[src/design/ufmc_defs.svh]
// Constants of the serial port core: register map, fields, resets, timing
`ifndef UFMC_DEFS_SVH
`define UFMC_DEFS_SVH

// ---------------------------------------------------------------
// Register indices (byte address is four times the index)
// ---------------------------------------------------------------
`define UFMC_IDX_CTRL 8'hd2
`define UFMC_IDX_DATA 8'hd3
`define UFMC_IDX_FMT 8'he5
`define UFMC_IDX_BAUD 8'he6

// ---------------------------------------------------------------
// Reset values
// ---------------------------------------------------------------
`define UFMC_CTRL_RST 8'h20
`define UFMC_FMT_RST 8'h0c
`define UFMC_BAUD_RST 16'h000c

// ---------------------------------------------------------------
// Control/status field positions
// ---------------------------------------------------------------
`define UFMC_C_OVR 7
`define UFMC_C_PERR 6
`define UFMC_C_THRE 5
`define UFMC_C_REN 4
`define UFMC_C_TBX 3
`define UFMC_C_RBX 2
`define UFMC_C_TI 1
`define UFMC_C_RI 0

// ---------------------------------------------------------------
// Format field positions
// ---------------------------------------------------------------
`define UFMC_F_MCE 7
`define UFMC_F_PT_HI 6
`define UFMC_F_PT_LO 5
`define UFMC_F_PE 4
`define UFMC_F_DL_HI 3
`define UFMC_F_DL_LO 2
`define UFMC_F_XBE 1
`define UFMC_F_SBL 0

// Baud register: interrupt enable bit
`define UFMC_B_IRQEN 16

// ---------------------------------------------------------------
// Timing: oversampling ticks per bit and stop lengths in ticks
// ---------------------------------------------------------------
`define UFMC_TICK_LAST 5'h0f
`define UFMC_TICK_HALF 5'h07
`define UFMC_STOP1_LAST 5'h0f
`define UFMC_STOP15_LAST 5'h17
`define UFMC_STOP2_LAST 5'h1f

// Receive FIFO
`define UFMC_FIFO_DEPTH 2'h3

`endif

[src/design/ufmc_pkg.sv]
// Types shared by the serial port core
package ufmc_pkg;

  typedef enum logic [2:0] {
    UFMC_IDLE  = 3'h0,
    UFMC_START = 3'h1,
    UFMC_DATA  = 3'h3,
    UFMC_EXTRA = 3'h2,
    UFMC_STOP  = 3'h6
  } ufmc_frame_e;

  typedef enum logic [1:0] {
    UFMC_PAR_ODD   = 2'h0,
    UFMC_PAR_EVEN  = 2'h1,
    UFMC_PAR_MARK  = 2'h2,
    UFMC_PAR_SPACE = 2'h3
  } ufmc_parity_e;

endpackage

[src/design/ufmc_rx_fifo.sv]
// Three-entry receive FIFO with registered head-of-queue output
`timescale 1ns/10ps
`include "ufmc_defs.svh"
module ufmc_rx_fifo (
  input wire logic pclk,
  input wire logic presetn,
  input wire logic push,
  input wire logic pop,
  input wire logic [8:0] wdata,
  output logic [8:0] head_r,
  output logic [1:0] count_r
);
  import ufmc_pkg::*;

  logic [8:0] mem_r [0:2];
  logic [1:0] wr_ptr_r;
  logic [1:0] rd_ptr_r;
  logic do_push;
  logic do_pop;
  logic [1:0] wr_nxt;
  logic [1:0] rd_nxt;
  logic [1:0] count_nxt;

  function automatic logic [1:0] inc_ptr(input logic [1:0] p);
    inc_ptr = (p == 2'h2) ? 2'h0 : p + 2'h1;
  endfunction

  always_comb begin
    do_push = push && (count_r != `UFMC_FIFO_DEPTH);
    do_pop = pop && (count_r != 2'h0);
    wr_nxt = do_push ? inc_ptr(wr_ptr_r) : wr_ptr_r;
    rd_nxt = do_pop ? inc_ptr(rd_ptr_r) : rd_ptr_r;
    count_nxt = count_r + {1'b0, do_push} - {1'b0, do_pop};
  end

  always_ff @(posedge pclk) begin
    if (do_push) begin
      mem_r[wr_ptr_r] <= wdata;
    end
  end

  always_ff @(posedge pclk or negedge presetn) begin
    if (!presetn) begin
      wr_ptr_r <= 2'h0;
      rd_ptr_r <= 2'h0;
      count_r <= 2'h0;
      head_r <= 9'h000;
    end else begin
      wr_ptr_r <= wr_nxt;
      rd_ptr_r <= rd_nxt;
      count_r <= count_nxt;
      // Next oldest byte shows at once, bypassing a same-cycle write
      if (count_nxt == 2'h0) begin
        head_r <= 9'h000;
      end else if (do_push && (wr_ptr_r == rd_nxt)) begin
        head_r <= wdata;
      end else begin
        head_r <= mem_r[rd_nxt];
      end
    end
  end

endmodule

[src/design/ufmc_core.sv]
// Full-duplex serial port core with APB registers and receive FIFO
// Operation
// - Data buffer write loads holding register and clears holding-empty flag.
// - When idle, held byte moves to shifter, starts, holding-empty set.
// - During a frame a new byte waits in holding register.
// - Transmit-done flag sets at stop-bit start; only software clears it.
// - Enabled interrupt requests when transmit-done or receive-ready is set.
// - Extra bit on, parity off: send transmit-extra control bit after data.
// - Parity on: append computed parity of selected type; no extra bit.
// - Receiver starts frames only while receive-enable is 1.
// - Byte stored after stop bit only if FIFO not full, stop bits 1.
// - Frame into full FIFO is lost and sets overrun; software clears it.
// - Frame with a zero stop bit is not stored.
// - Store sets receive-ready; multiprocessor mode needs extra bit 1.
// - Data buffer read returns oldest byte and frees that entry.
// - Receive-ready clears only when FIFO empty; stays set otherwise.
// - Received-extra shows oldest extra bit, or first stop bit.
// - Parity on: mismatch sets parity-error; software clears it.
// - Receive-enable off stops reception; FIFO stays readable.
// - Frame: low start, data LSB first, parity or extra, high stops.
// - Long stop is two bit times, or 1.5 for 5 data bits.
//
// Local design decision: the APB slave port.
`timescale 1ns/10ps
`include "ufmc_defs.svh"
module ufmc_core (
  input wire logic pclk,
  input wire logic presetn,
  input wire logic psel,
  input wire logic penable,
  input wire logic pwrite,
  input wire logic [11:0] paddr,
  input wire logic [31:0] pwdata,
  input wire logic [3:0] pstrb,
  output logic [31:0] prdata,
  output logic pready,
  output logic pslverr,
  input wire logic serial_in_pin,
  output logic serial_out_pin,
  output logic uart_irq
);
  import ufmc_pkg::*;

  localparam logic [11:0] A_CTRL = {2'b00, `UFMC_IDX_CTRL, 2'b00};
  localparam logic [11:0] A_DATA = {2'b00, `UFMC_IDX_DATA, 2'b00};
  localparam logic [11:0] A_FMT = {2'b00, `UFMC_IDX_FMT, 2'b00};
  localparam logic [11:0] A_BAUD = {2'b00, `UFMC_IDX_BAUD, 2'b00};

  // ---------------------------------------------------------------
  // Register bus
  // ---------------------------------------------------------------
  logic acc_done;
  logic sel_ctrl, sel_data, sel_fmt, sel_baud;
  logic wr_ctrl, wr_data, wr_fmt, wr_baud, rd_data;
  logic [7:0] ctrl_rd;
  logic [31:0] rd_mux;
  logic [7:0] fmt_r;
  logic [15:0] baud_div_r;
  logic irq_en_r;
  logic ren_r, tbx_r, ti_r, ri_r, ovr_r, perr_r;
  logic hold_full_r;
  logic [7:0] hold_r;
  logic [8:0] head;
  logic [1:0] fifo_count;

  assign sel_ctrl = (paddr == A_CTRL);
  assign sel_data = (paddr == A_DATA);
  assign sel_fmt = (paddr == A_FMT);
  assign sel_baud = (paddr == A_BAUD);
  assign acc_done = psel && penable && pready;
  assign wr_ctrl = acc_done && pwrite && sel_ctrl && pstrb[0];
  assign wr_data = acc_done && pwrite && sel_data && pstrb[0];
  assign wr_fmt = acc_done && pwrite && sel_fmt && pstrb[0];
  assign wr_baud = acc_done && pwrite && sel_baud;
  assign rd_data = acc_done && !pwrite && sel_data;

  assign ctrl_rd = {ovr_r, perr_r, !hold_full_r, ren_r, tbx_r,
                    head[8], ti_r, ri_r};

  always_comb begin
    rd_mux = 32'h0000_0000;
    if (sel_ctrl) begin
      rd_mux = {24'h00_0000, ctrl_rd};
    end else if (sel_data) begin
      rd_mux = {24'h00_0000, head[7:0]};
    end else if (sel_fmt) begin
      rd_mux = {24'h00_0000, fmt_r};
    end else if (sel_baud) begin
      rd_mux = {15'h0000, irq_en_r, baud_div_r};
    end
  end

  // One wait state: data and error are registered on the same edge that raises pready
  always_ff @(posedge pclk or negedge presetn) begin
    if (!presetn) begin
      pready <= 1'b0;
      pslverr <= 1'b0;
      prdata <= 32'h0000_0000;
    end else if (psel && penable && !pready) begin
      pready <= 1'b1;
      pslverr <= !(sel_ctrl || sel_data || sel_fmt || sel_baud);
      prdata <= rd_mux;
    end else begin
      pready <= 1'b0;
      pslverr <= 1'b0;
    end
  end

  always_ff @(posedge pclk or negedge presetn) begin
    if (!presetn) begin
      fmt_r <= `UFMC_FMT_RST;
      baud_div_r <= `UFMC_BAUD_RST;
      irq_en_r <= 1'b0;
      ren_r <= 1'(`UFMC_CTRL_RST >> `UFMC_C_REN);
      tbx_r <= 1'(`UFMC_CTRL_RST >> `UFMC_C_TBX);
    end else begin
      if (wr_fmt) begin
        fmt_r <= pwdata[7:0];
      end
      if (wr_baud && pstrb[0]) begin
        baud_div_r[7:0] <= pwdata[7:0];
      end
      if (wr_baud && pstrb[1]) begin
        baud_div_r[15:8] <= pwdata[15:8];
      end
      if (wr_baud && pstrb[2]) begin
        irq_en_r <= pwdata[`UFMC_B_IRQEN];
      end
      if (wr_ctrl) begin
        ren_r <= pwdata[`UFMC_C_REN];
        tbx_r <= pwdata[`UFMC_C_TBX];
      end
    end
  end

  // ---------------------------------------------------------------
  // Format decode and oversampling tick (16 per bit)
  // ---------------------------------------------------------------
  logic mce, pe, xbe, sbl, has_extra;
  logic [1:0] dlen;
  logic [2:0] last_bit;
  logic [4:0] stop_last;
  logic [15:0] baud_cnt_r;
  logic tick_r;

  assign mce = fmt_r[`UFMC_F_MCE];
  assign pe = fmt_r[`UFMC_F_PE];
  assign xbe = fmt_r[`UFMC_F_XBE];
  assign sbl = fmt_r[`UFMC_F_SBL];
  assign dlen = fmt_r[`UFMC_F_DL_HI:`UFMC_F_DL_LO];
  assign last_bit = {1'b1, dlen} + 3'h0;
  assign has_extra = pe || xbe;
  assign stop_last = !sbl ? `UFMC_STOP1_LAST :
                     (dlen == 2'h0) ? `UFMC_STOP15_LAST :
                     `UFMC_STOP2_LAST;

  always_ff @(posedge pclk or negedge presetn) begin
    if (!presetn) begin
      baud_cnt_r <= 16'h0000;
      tick_r <= 1'b0;
    end else if (baud_cnt_r == 16'h0000) begin
      baud_cnt_r <= baud_div_r;
      tick_r <= 1'b1;
    end else begin
      baud_cnt_r <= baud_cnt_r - 16'h0001;
      tick_r <= 1'b0;
    end
  end

  // Parity of the active data bits for the selected type
  function automatic logic par_bit(input logic [7:0] d,
                                   input logic [1:0] len,
                                   input logic [1:0] pt);
    logic [7:0] m;
    m = d & (8'hff >> (2'h3 - len));
    case (pt)
      UFMC_PAR_ODD: par_bit = ~^m;
      UFMC_PAR_EVEN: par_bit = ^m;
      UFMC_PAR_MARK: par_bit = 1'b1;
      default: par_bit = 1'b0;
    endcase
  endfunction

  // ---------------------------------------------------------------
  // Transmitter
  // ---------------------------------------------------------------
  ufmc_frame_e tx_st_r;
  logic [4:0] tx_cnt_r;
  logic [2:0] tx_bit_r;
  logic [7:0] tx_sh_r;
  logic tx_x_r;
  logic tx_load, tx_end, ti_set;

  assign tx_load = (tx_st_r == UFMC_IDLE) && hold_full_r;
  assign tx_end = tick_r &&
    (tx_cnt_r == ((tx_st_r == UFMC_STOP) ? stop_last : `UFMC_TICK_LAST));
  assign ti_set = tx_end && ((tx_st_r == UFMC_EXTRA) ||
    ((tx_st_r == UFMC_DATA) && (tx_bit_r == last_bit) && !has_extra));

  always_ff @(posedge pclk or negedge presetn) begin
    if (!presetn) begin
      hold_full_r <= 1'b0;
      hold_r <= 8'h00;
    end else if (wr_data) begin
      hold_full_r <= 1'b1;
      hold_r <= pwdata[7:0];
    end else if (tx_load) begin
      hold_full_r <= 1'b0;
    end
  end

  always_ff @(posedge pclk or negedge presetn) begin
    if (!presetn) begin
      tx_st_r <= UFMC_IDLE;
      tx_cnt_r <= 5'h00;
      tx_bit_r <= 3'h0;
      tx_sh_r <= 8'h00;
      tx_x_r <= 1'b0;
      serial_out_pin <= 1'b1;
    end else begin
      if (tick_r) begin
        tx_cnt_r <= tx_end ? 5'h00 : tx_cnt_r + 5'h01;
      end
      unique case (tx_st_r)
        UFMC_IDLE: begin
          if (tx_load) begin
            tx_st_r <= UFMC_START;
            tx_sh_r <= hold_r;
            tx_x_r <= pe ? par_bit(hold_r, dlen, fmt_r[6:5]) : tbx_r;
            tx_cnt_r <= 5'h00;
            serial_out_pin <= 1'b0;
          end
        end
        UFMC_START: begin
          if (tx_end) begin
            tx_st_r <= UFMC_DATA;
            tx_bit_r <= 3'h0;
            serial_out_pin <= tx_sh_r[0];
          end
        end
        UFMC_DATA: begin
          if (tx_end && (tx_bit_r == last_bit)) begin
            tx_st_r <= has_extra ? UFMC_EXTRA : UFMC_STOP;
            serial_out_pin <= has_extra ? tx_x_r : 1'b1;
          end else if (tx_end) begin
            tx_bit_r <= tx_bit_r + 3'h1;
            serial_out_pin <= tx_sh_r[tx_bit_r + 3'h1];
          end
        end
        UFMC_EXTRA: begin
          if (tx_end) begin
            tx_st_r <= UFMC_STOP;
            serial_out_pin <= 1'b1;
          end
        end
        UFMC_STOP: begin
          if (tx_end) begin
            tx_st_r <= UFMC_IDLE;
          end
        end
        default: begin
          tx_st_r <= UFMC_IDLE;
          serial_out_pin <= 1'b1;
        end
      endcase
    end
  end

  // ---------------------------------------------------------------
  // Receiver
  // ---------------------------------------------------------------
  ufmc_frame_e rx_st_r;
  logic [4:0] rx_cnt_r;
  logic [2:0] rx_bit_r;
  logic [7:0] rx_sh_r;
  logic rx_x_r, rx_stop1_r;
  logic rx_mid, rx_fin, stop_ok, push, ri_set;
  logic [8:0] push_word;

  assign rx_mid = tick_r && (rx_cnt_r[3:0] == 4'hf);
  assign rx_fin = tick_r && (rx_st_r == UFMC_STOP) &&
    (rx_cnt_r == ((sbl && dlen != 2'h0) ? 5'h1f : 5'h0f));
  assign stop_ok = (rx_cnt_r == 5'h0f) ? serial_in_pin
                                       : (rx_stop1_r && serial_in_pin);
  assign push = rx_fin && stop_ok && (fifo_count != `UFMC_FIFO_DEPTH);
  assign ri_set = push && (!mce || rx_x_r);
  assign push_word = {(xbe && !pe) ? rx_x_r :
                      ((rx_cnt_r == 5'h0f) ? serial_in_pin : rx_stop1_r),
                      rx_sh_r};

  always_ff @(posedge pclk or negedge presetn) begin
    if (!presetn) begin
      rx_st_r <= UFMC_IDLE;
      rx_cnt_r <= 5'h00;
      rx_bit_r <= 3'h0;
      rx_sh_r <= 8'h00;
      rx_x_r <= 1'b0;
      rx_stop1_r <= 1'b0;
    end else begin
      if (tick_r) begin
        rx_cnt_r <= rx_cnt_r + 5'h01;
      end
      unique case (rx_st_r)
        UFMC_IDLE: begin
          if (ren_r && !serial_in_pin) begin
            rx_st_r <= UFMC_START;
            rx_cnt_r <= 5'h00;
            rx_sh_r <= 8'h00;
          end
        end
        UFMC_START: begin
          if (tick_r && rx_cnt_r == {1'b0, 4'(`UFMC_TICK_HALF)}) begin
            rx_st_r <= serial_in_pin ? UFMC_IDLE : UFMC_DATA;
            rx_cnt_r <= 5'h00;
            rx_bit_r <= 3'h0;
          end
        end
        UFMC_DATA: begin
          if (rx_mid) begin
            rx_sh_r[rx_bit_r] <= serial_in_pin;
            rx_bit_r <= rx_bit_r + 3'h1;
            rx_cnt_r <= 5'h00;
            if (rx_bit_r == last_bit) begin
              rx_st_r <= has_extra ? UFMC_EXTRA : UFMC_STOP;
            end
          end
        end
        UFMC_EXTRA: begin
          if (rx_mid) begin
            rx_x_r <= serial_in_pin;
            rx_cnt_r <= 5'h00;
            rx_st_r <= UFMC_STOP;
          end
        end
        UFMC_STOP: begin
          if (tick_r && rx_cnt_r == 5'h0f) begin
            rx_stop1_r <= serial_in_pin;
          end
          if (rx_fin) begin
            rx_st_r <= UFMC_IDLE;
          end
        end
        default: begin
          rx_st_r <= UFMC_IDLE;
        end
      endcase
    end
  end

  ufmc_rx_fifo u_fifo (
    .pclk(pclk),
    .presetn(presetn),
    .push(push),
    .pop(rd_data),
    .wdata(push_word),
    .head_r(head),
    .count_r(fifo_count)
  );

  // ---------------------------------------------------------------
  // Status flags: a hardware set wins over a software clear
  // ---------------------------------------------------------------
  always_ff @(posedge pclk or negedge presetn) begin
    if (!presetn) begin
      ti_r <= 1'b0;
      ri_r <= 1'b0;
      ovr_r <= 1'b0;
      perr_r <= 1'b0;
      uart_irq <= 1'b0;
    end else begin
      if (ti_set) begin
        ti_r <= 1'b1;
      end else if (wr_ctrl && !pwdata[`UFMC_C_TI]) begin
        ti_r <= 1'b0;
      end
      if (ri_set) begin
        ri_r <= 1'b1;
      end else if (wr_ctrl && !pwdata[`UFMC_C_RI] &&
                   fifo_count == 2'h0) begin
        ri_r <= 1'b0;
      end
      if (rx_fin && fifo_count == `UFMC_FIFO_DEPTH) begin
        ovr_r <= 1'b1;
      end else if (wr_ctrl && !pwdata[`UFMC_C_OVR]) begin
        ovr_r <= 1'b0;
      end
      if (rx_fin && stop_ok && pe &&
          rx_x_r != par_bit(rx_sh_r, dlen, fmt_r[6:5])) begin
        perr_r <= 1'b1;
      end else if (wr_ctrl && !pwdata[`UFMC_C_PERR]) begin
        perr_r <= 1'b0;
      end
      uart_irq <= irq_en_r && (ti_r || ri_r);
    end
  end
endmodule

[config.mk]
export PLATFORM = sky130hd
export DESIGN_NAME = ufmc_core
export DESIGN_NICKNAME = d
export VERILOG_FILES = /design/src/design/ufmc_pkg.sv /design/src/design/ufmc_rx_fifo.sv /design/src/design/ufmc_core.sv
export VERILOG_INCLUDE_DIRS = /design/src /design/src/design
export SDC_FILE = /design/constraint.sdc
export NUM_CORES = 1
export LEC_CHECK = 0
export BUFFER_PORTS_ARGS = -buffer_cell sky130_fd_sc_hd__buf_2
export CELL_PAD_IN_SITES_DETAIL_PLACEMENT = 0
export CELL_PAD_IN_SITES_GLOBAL_PLACEMENT = 1
export CORE_MARGIN = 5
export CORE_UTILIZATION = 47
export DETAILED_ROUTE_END_ITERATION = 7
export PLACE_DENSITY_LB_ADDON = 0.1
export RECOVER_POWER = 25
export SLEW_MARGIN = 20
export SYNTH_ARGS = -nofsm -noshare
export SYNTH_HDL_FRONTEND = slang
export SYNTH_SLANG_ARGS = --single-unit
[constraint.sdc]
create_clock -name pclk -period 3 [get_ports pclk]
set_input_delay 0.15 -clock pclk [delete_from_list [all_inputs] [get_ports pclk]]
set_output_delay 0.15 -clock pclk [all_outputs]
set_load 0.005 [all_outputs]
# ---- Word level (Yosys, flattened, before mapping)
# Memory sizes are Yosys's and may differ from the RTL's.
# Index checks and enable logic that the tools add are counted.
dict set report word_totals {
  regBits 149
  mem_bits_rw 27
  output_inout_bits 36
  n_memories 1
}
# memory words width read_ports rd_clocked_by_memory_dff write_ports line_no
set mem_list {}
lappend mem_list {u_fifo.mem_r 3 9 1 0 1 ufmc_rx_fifo.sv:15} ;# logic [8:0] mem_r [0:2];
dict set report op_classes {
  n_addsub 10
  order_cmp 3
  n_eq_ne 41
  shift 1
  mux 79
  bitwise 3
  reduce_logical 97
}
# operator n
set op_table {}
lappend op_table {{2-to-1 mux 32 bit} 3}
lappend op_table {{2-to-1 mux 5 bit} 11}
lappend op_table {{== test 12 x 10 -> 1 bit, second input constant} 4}
lappend op_table {{2-to-1 mux 3 bit} 16}
lappend op_table {{logical AND 1 bit} 47}
lappend op_table {{case mux 3 bit (5 select lines)} 2}
lappend op_table {{2-to-1 mux 1 bit} 26}
lappend op_table {{inequality test 2 bit, second input constant} 13}
lappend op_table {{nonzero test 2 bit} 10}
lappend op_table {{2-to-1 mux 9 bit} 2}
lappend op_table {{2-to-1 mux 17 bit} 1}
lappend op_table {{bitwise AND 8 bit} 2}
lappend op_table {{zero test 16 bit} 1}
lappend op_table {{2-to-1 mux 16 bit} 1}
lappend op_table {{2-to-1 mux 8 bit} 2}
lappend op_table {{case mux 8 bit (2 select lines)} 1}
lappend op_table {{XNOR reduction 8 bit} 2}
lappend op_table {{XOR reduction 8 bit} 2}
lappend op_table {{subtractor 16 x 1 -> 16 bit, second input constant} 1}
lappend op_table {{case mux 5 bit (3 select lines)} 1}
lappend op_table {{== test 3 x 2 -> 1 bit, second input constant} 4}
lappend op_table {{zero test 1 bit} 12}
lappend op_table {{case mux 3 bit (2 select lines)} 2}
lappend op_table {{adder 5 x 1 -> 5 bit, second input constant} 2}
lappend op_table {{38 further kinds} 66}

# ---- Depth between registers and ports, before layout
dict set report depth {
  word_depth 12
  mapped_depth 14
}

# ---- Hierarchy
# Synthesis repeated with hierarchy kept, for this count alone.
dict set report unflattened {
  cells_unflattened 763
  area_unflattened_um2 8145.3
}
# mod instances cells_each area_per_inst_um2 seq_area_each_um2
set modules_own_cells {}
lappend modules_own_cells {ufmc_core 1 595 6134.6 2984.1}
lappend modules_own_cells {ufmc_rx_fifo 1 168 2010.7 1186.1}

# ---- Worst setup path before layout
# No wires, ideal clock.
dict set report synth_path {
  path_type {reg-to-reg}
  from {register rx_cnt_r[0]}
  to {register u_fifo.head_r[1]}
  setup_time_ns 0.130
  arrival_time_ns 2.504
  t_required_ns 2.870
  path_slack_ns 0.366
  stages_incl_launch_ff 15
  cell_sequence {dfrtp_1 -> ha_1 -> and3_1 -> ha_1 -> o21ai_0 -> nor2_1 -> nand3_1 -> inv_1 -> ha_1 -> xnor2_1 -> xnor2_1 -> nor2_1 -> a21oi_1 -> o2111ai_1 -> mux2i_1}
}
dict set report synth_between {
  elab_chain_cells 9
  word_cells_on_any_way 13
  classes_between {add/sub (2); eq/ne (2); mux (3); reduce/logical (6)}
}
# item line_no
set synth_rtl {}
lappend synth_rtl {{start: declaration} ufmc_core.sv:273} ;# logic [4:0] rx_cnt_r;
lappend synth_rtl {{start signal: assignment} ufmc_core.sv:301} ;# rx_cnt_r <= rx_cnt_r + 5'h01;
lappend synth_rtl {{== test 5 x 4 -> 1 bit or == test 5 bit (tied branches)} {ufmc_core.sv:283, ufmc_core.sv:282}}
lappend synth_rtl {{2-to-1 mux 1 bit or logical AND 1 bit (tied branches)} {ufmc_core.sv:283, ufmc_core.sv:281}}
lappend synth_rtl {{logical AND 1 bit * (2 in a row)} ufmc_core.sv:285} ;# assign push = rx_fin && stop_ok && (fifo_count != `UFMC_FIFO_DEPTH);
lappend synth_rtl {{logical AND 1 bit *} ufmc_rx_fifo.sv:29} ;# do_push = push && (count_r != `UFMC_FIFO_DEPTH);
lappend synth_rtl {{via u_fifo.do_push} ufmc_rx_fifo.sv:18} ;# logic do_push;
lappend synth_rtl {{adder 2 x 1 -> 2 bit *} ufmc_rx_fifo.sv:33} ;# count_nxt = count_r + {1'b0, do_push} - {1'b0, do_pop};
lappend synth_rtl {{subtractor 2 x 1 -> 2 bit *} ufmc_rx_fifo.sv:33}
lappend synth_rtl {{via u_fifo.count_nxt[1]} ufmc_rx_fifo.sv:22} ;# logic [1:0] count_nxt;
lappend synth_rtl {{zero test 2 bit *} ufmc_rx_fifo.sv:53} ;# if (count_nxt == 2'h0) begin
lappend synth_rtl {{2-to-1 mux 9 bit *} ufmc_rx_fifo.sv:53}
lappend synth_rtl {{end signal: assignment} ufmc_rx_fifo.sv:56} ;# head_r <= wdata;
lappend synth_rtl {{end signal: assignment} ufmc_rx_fifo.sv:58} ;# head_r <= mem_r[rd_nxt];
lappend synth_rtl {{end: declaration} ufmc_rx_fifo.sv:10} ;# output logic [8:0] head_r,
# Mark *: on every way through the listed nets, which the timed path passes. The rest lies on a longest branch.
# A chain may end at the register's enable or synchronous reset.

# ---- Worst setup path after layout
dict set report layout_path {
  from {register rx_cnt_r[0]}
  to {register u_fifo.head_r[5]}
}
# The elaborated chain is that of the path after synthesis.

==> metrics.md <==
| Metric | Value |
|---|---|
| Critical Path AT | 3.18 ns |
| CP endpoint | u_fifo.head_r[5] |
| Fill cells | 1,505 |
| Pre-CTS WS | -0.00978 ns |
| Num rows | 48 |
| Worst VDD drop | 0.425 mV |
| Synth Instances | 766 |
| Pin count of the biggest net entering global routing | 57 |
| Total GRT Usage | 0.198 |
| Library cells used by synthesis | 75 |
| Endpoints failing hold | 0 |
| Overflow after GRT | 0 |
| Synth area leaders | dfrtp_1, edfxtp_1, mux2_2, xnor2_1, o21ai_0 |
| FMAX | 353 MHz |
| Final clock skew | 0.0104 ns |
| R2R depth | 14 |
| Layout Nets | 895 |
| Post-synth EDFFs | 27 |
| Start point of the critical path | rx_cnt_r[0] |
| DRT iter0 DRCs | 447 |
| Seq cells post-synth | 161 |
| Status | finished, final reports clean |
| Boundary Pins | 90 |
| Core Area | 0.0174 mm² |
| Number of global-route vias before repair | 6,001 |
| Share of the synthesized area in the top cell type | 0.388 |
| Starting density of the core | 0.479 |
| Reg-to-reg endpoint | u_fifo.head_r[5] |
| Drt pass-1 iters | 5 |
| Fin crit share | 0.945 |
| Post-Place Cells | 1,026 |
| Initial antenna violation count | 0 |
| Pleak | 4.17 nW |
| Most frequent cell after synthesis | dfrtp_1 |
| Sequential area share after synthesis | 0.502 |
| Sequential standard cell area | 0.00417 mm² |
| Footprint of the multi-input gates | 0.00380 mm² |
| Min Tclk post-route | 2.84 ns |
| Slew Limit Headroom | 0.0606 |
| Pwr Density | 555 mW/mm² |
| Min-delay worst type | input pin to flip-flop |
| CP Max Fanout | 9 |
| Die area | 0.0205 mm² |
| Worst setup margin | 0.165 ns |
| Max-cap violations | 0 |
| DR vias | 6,068 |
| Post-synthesis async set-or-reset flop share | 0.832 |
| Non-Filler Instances | 1,070 |
| Clock sinks | 161 |
| CP endpoint kind | flip-flop |
| Critical R2R Launch | rx_cnt_r[0] |
| Yosys warns | 0 |
| Setup TNS | 0 ns |
| Clock transition at path regs | 0.07 ns |
| Detailed Place HPWL | 13,700 µm |
| H-tree depth | 4 |
| Cell area after synthesis | 0.00832 mm² |
| Final setup fails | 0 |
| Die width | 143 µm |
| Top FF cell, synth | dfrtp_1 |
| Global placer's final weighted congestion | 0.825 |
| First-pass GRT wire length | 31,600 µm |
| Final Util | 0.548 |
| Worst Max-Slew Pin Slew | 1.41 ns |
| Number of CTS-inserted buffers | 17 |
| Crit Path Class | flip-flop to flip-flop |
| DRC violations left | 0 |
| Share of cells above drive strength 1 | 0.243 |
| Commonest cells post-synth | dfrtp_1, nand2_1, mux2_2 |
| Overall die height | 143 µm |
| Largest area contributor in the netlist | dfrtp_1 |
| Reg2Reg Setup Slack | 0.16 ns |
| Routed wire length | 19,500 µm |
| Worst-skew pair later-pin latency | 0.43 ns |
| Average wire per standard cell | 18.2 µm |
| CTS max path bufs | 2 |
| CTS root buf | clkbuf_16 |
| PortBufs | 58 |
| Inserted Diodes | 0 |
| Area Growth Syn to Fin | 14.3% |
| Fin. max-slew vios | 0 |
| Required time of the critical path | 3.34 ns |
| Antenna-violating nets left | 0 |
| Startpoint Class | flip-flop |
| Syn Area/Cell | 10.9 µm² |
| Vias per cell | 5.67 |
| CTS tree | yes |
[through the flow]
step / hold WS, ns / power, mW / area, µm²
finish: 0.0225 / 5.28 / 9500
global route: 0.0161 / 5.52 / 9500
CTS: 0.00720 / 5.34 / 9510
detailed placement: 0.155 / 3.14 / 8800
global placement: 0.150 / 3.12 / 8800
floorplan: -0.146 / 2.98 / 8370
[state kept, by name, summed over array words and instances (netlist names), 2 cells and up]
register,count
baud_cnt_r,16
u_fifo.head_r,9
tx_cnt_r,5
u_fifo.rd_ptr_r,2
u_fifo.mem_r,27
hold_r,8
fmt_r,8
rx_bit_r,3
rx_sh_r,8
rx_st_r,3
prdata,17
rx_cnt_r,5
tx_sh_r,8
u_fifo.wr_ptr_r,2
baud_div_r,16
tx_bit_r,3
u_fifo.count_r,2
tx_st_r,3
[final cells by class]
cell class                 count  share of cell area
clock buffer                  17              0.0448
clock inverter                15              0.0178
inverter                      32              0.0126
multi-input combinational    532               0.400
sequential                   161               0.439
tap                          225              0.0296
timing repair buffer          88              0.0567
[routing by layer]
metal  vias up  global-route usage  share of wire
li1       2902                   -              -
met1      3007               0.259           0.45
met2       132               0.331           0.50
met3        27              0.0506          0.042
met4         0              0.0475          0.014
met5         -                   0              0
[cell usage in the layout, fill, tap and decap left out, types with 7 or more instances in the layout]
master / n
and3_1: 10
dlygate4sd3_1: 12
conb_1: 15
clkbuf_16: 17
inv_1: 30
nor2b_1: 11
o31ai_1: 12
a22o_1: 12
nand2_1: 48
nor2_2: 15
nor3_1: 11
nand3_1: 13
ha_1: 9
nor3b_1: 7
a21oi_2: 15
mux2_2: 47
xnor2_1: 24
o2111ai_1: 9
a21oi_1: 24
edfxtp_1: 27
dfrtp_1: 129
nor2_1: 39
a211oi_1: 11
o22ai_1: 14
xor2_1: 12
a221oi_1: 8
o21ai_0: 37
mux2i_1: 18
nand2b_1: 13
a31oi_1: 7
o211ai_1: 11
buf_4: 16
buf_2: 58
[repair_timing]
item | CTS | global route
hold buffers | 11 | 1
gates resized for setup | 1 | 2
endpoints found under the hold margin | 64 | 1
endpoints found under the setup margin | 7 | 6
buffers inserted | 0 | 0
[worst min path at each step]
stage / startpoint / to / depth (start not counted) / slack [ns]
5_1_grt: pwdata[2] / baud_div_r[2] / 2 / 0.02
2_1_floorplan: presetn / baud_cnt_r[0] / 0 / -0.15
6_report: pwdata[2] / baud_div_r[2] / 2 / 0.02
3_5_place_dp: presetn / prdata[11] / 1 / 0.16
4_1_cts: pwdata[1] / baud_div_r[1] / 2 / 0.007
3_3_place_gp: presetn / prdata[12] / 1 / 0.15
[critical path: stages (launching register included)]
cell and delay [ns]:
dfrtp_1 0.41, ha_1 0.25, and3_1 0.20, ha_1 0.21
o21ai_0 0.17, nor2_1 0.08, nand3_1 0.11, inv_1 0.07
ha_1 0.21, xnor2_1 0.24, xnor2_2 0.20, nor2_4 0.12
a21oi_1 0.15, o2111ai_1 0.14, mux2i_1 0.18
[power by group]
group	internal (mW)	switching, mW	leakage [nW]
clock	1.19	0.980	0.290
sequential	2.36	0.179	1.99
combinational	0.276	0.297	1.89
[cell families (layout without fill, tap and decap cells)]
| group | after synthesis | after routing | share of synthesized area |
|---|---|---|---|
| buf+inv | 87 | 152 | 0.0498 |
| xor+xnor | 39 | 39 | 0.0444 |
| fa+ha+maj | 9 | 9 | 0.0135 |
| compound gates | 187 | 187 | 0.156 |
| simple gates | 215 | 215 | 0.146 |
| mux | 67 | 67 | 0.0880 |
| flops | 161 | 161 | 0.502 |
| other cells | 1 | 15 | 0.000451 |
Note: power is estimated with default switching activity, not from simulation.
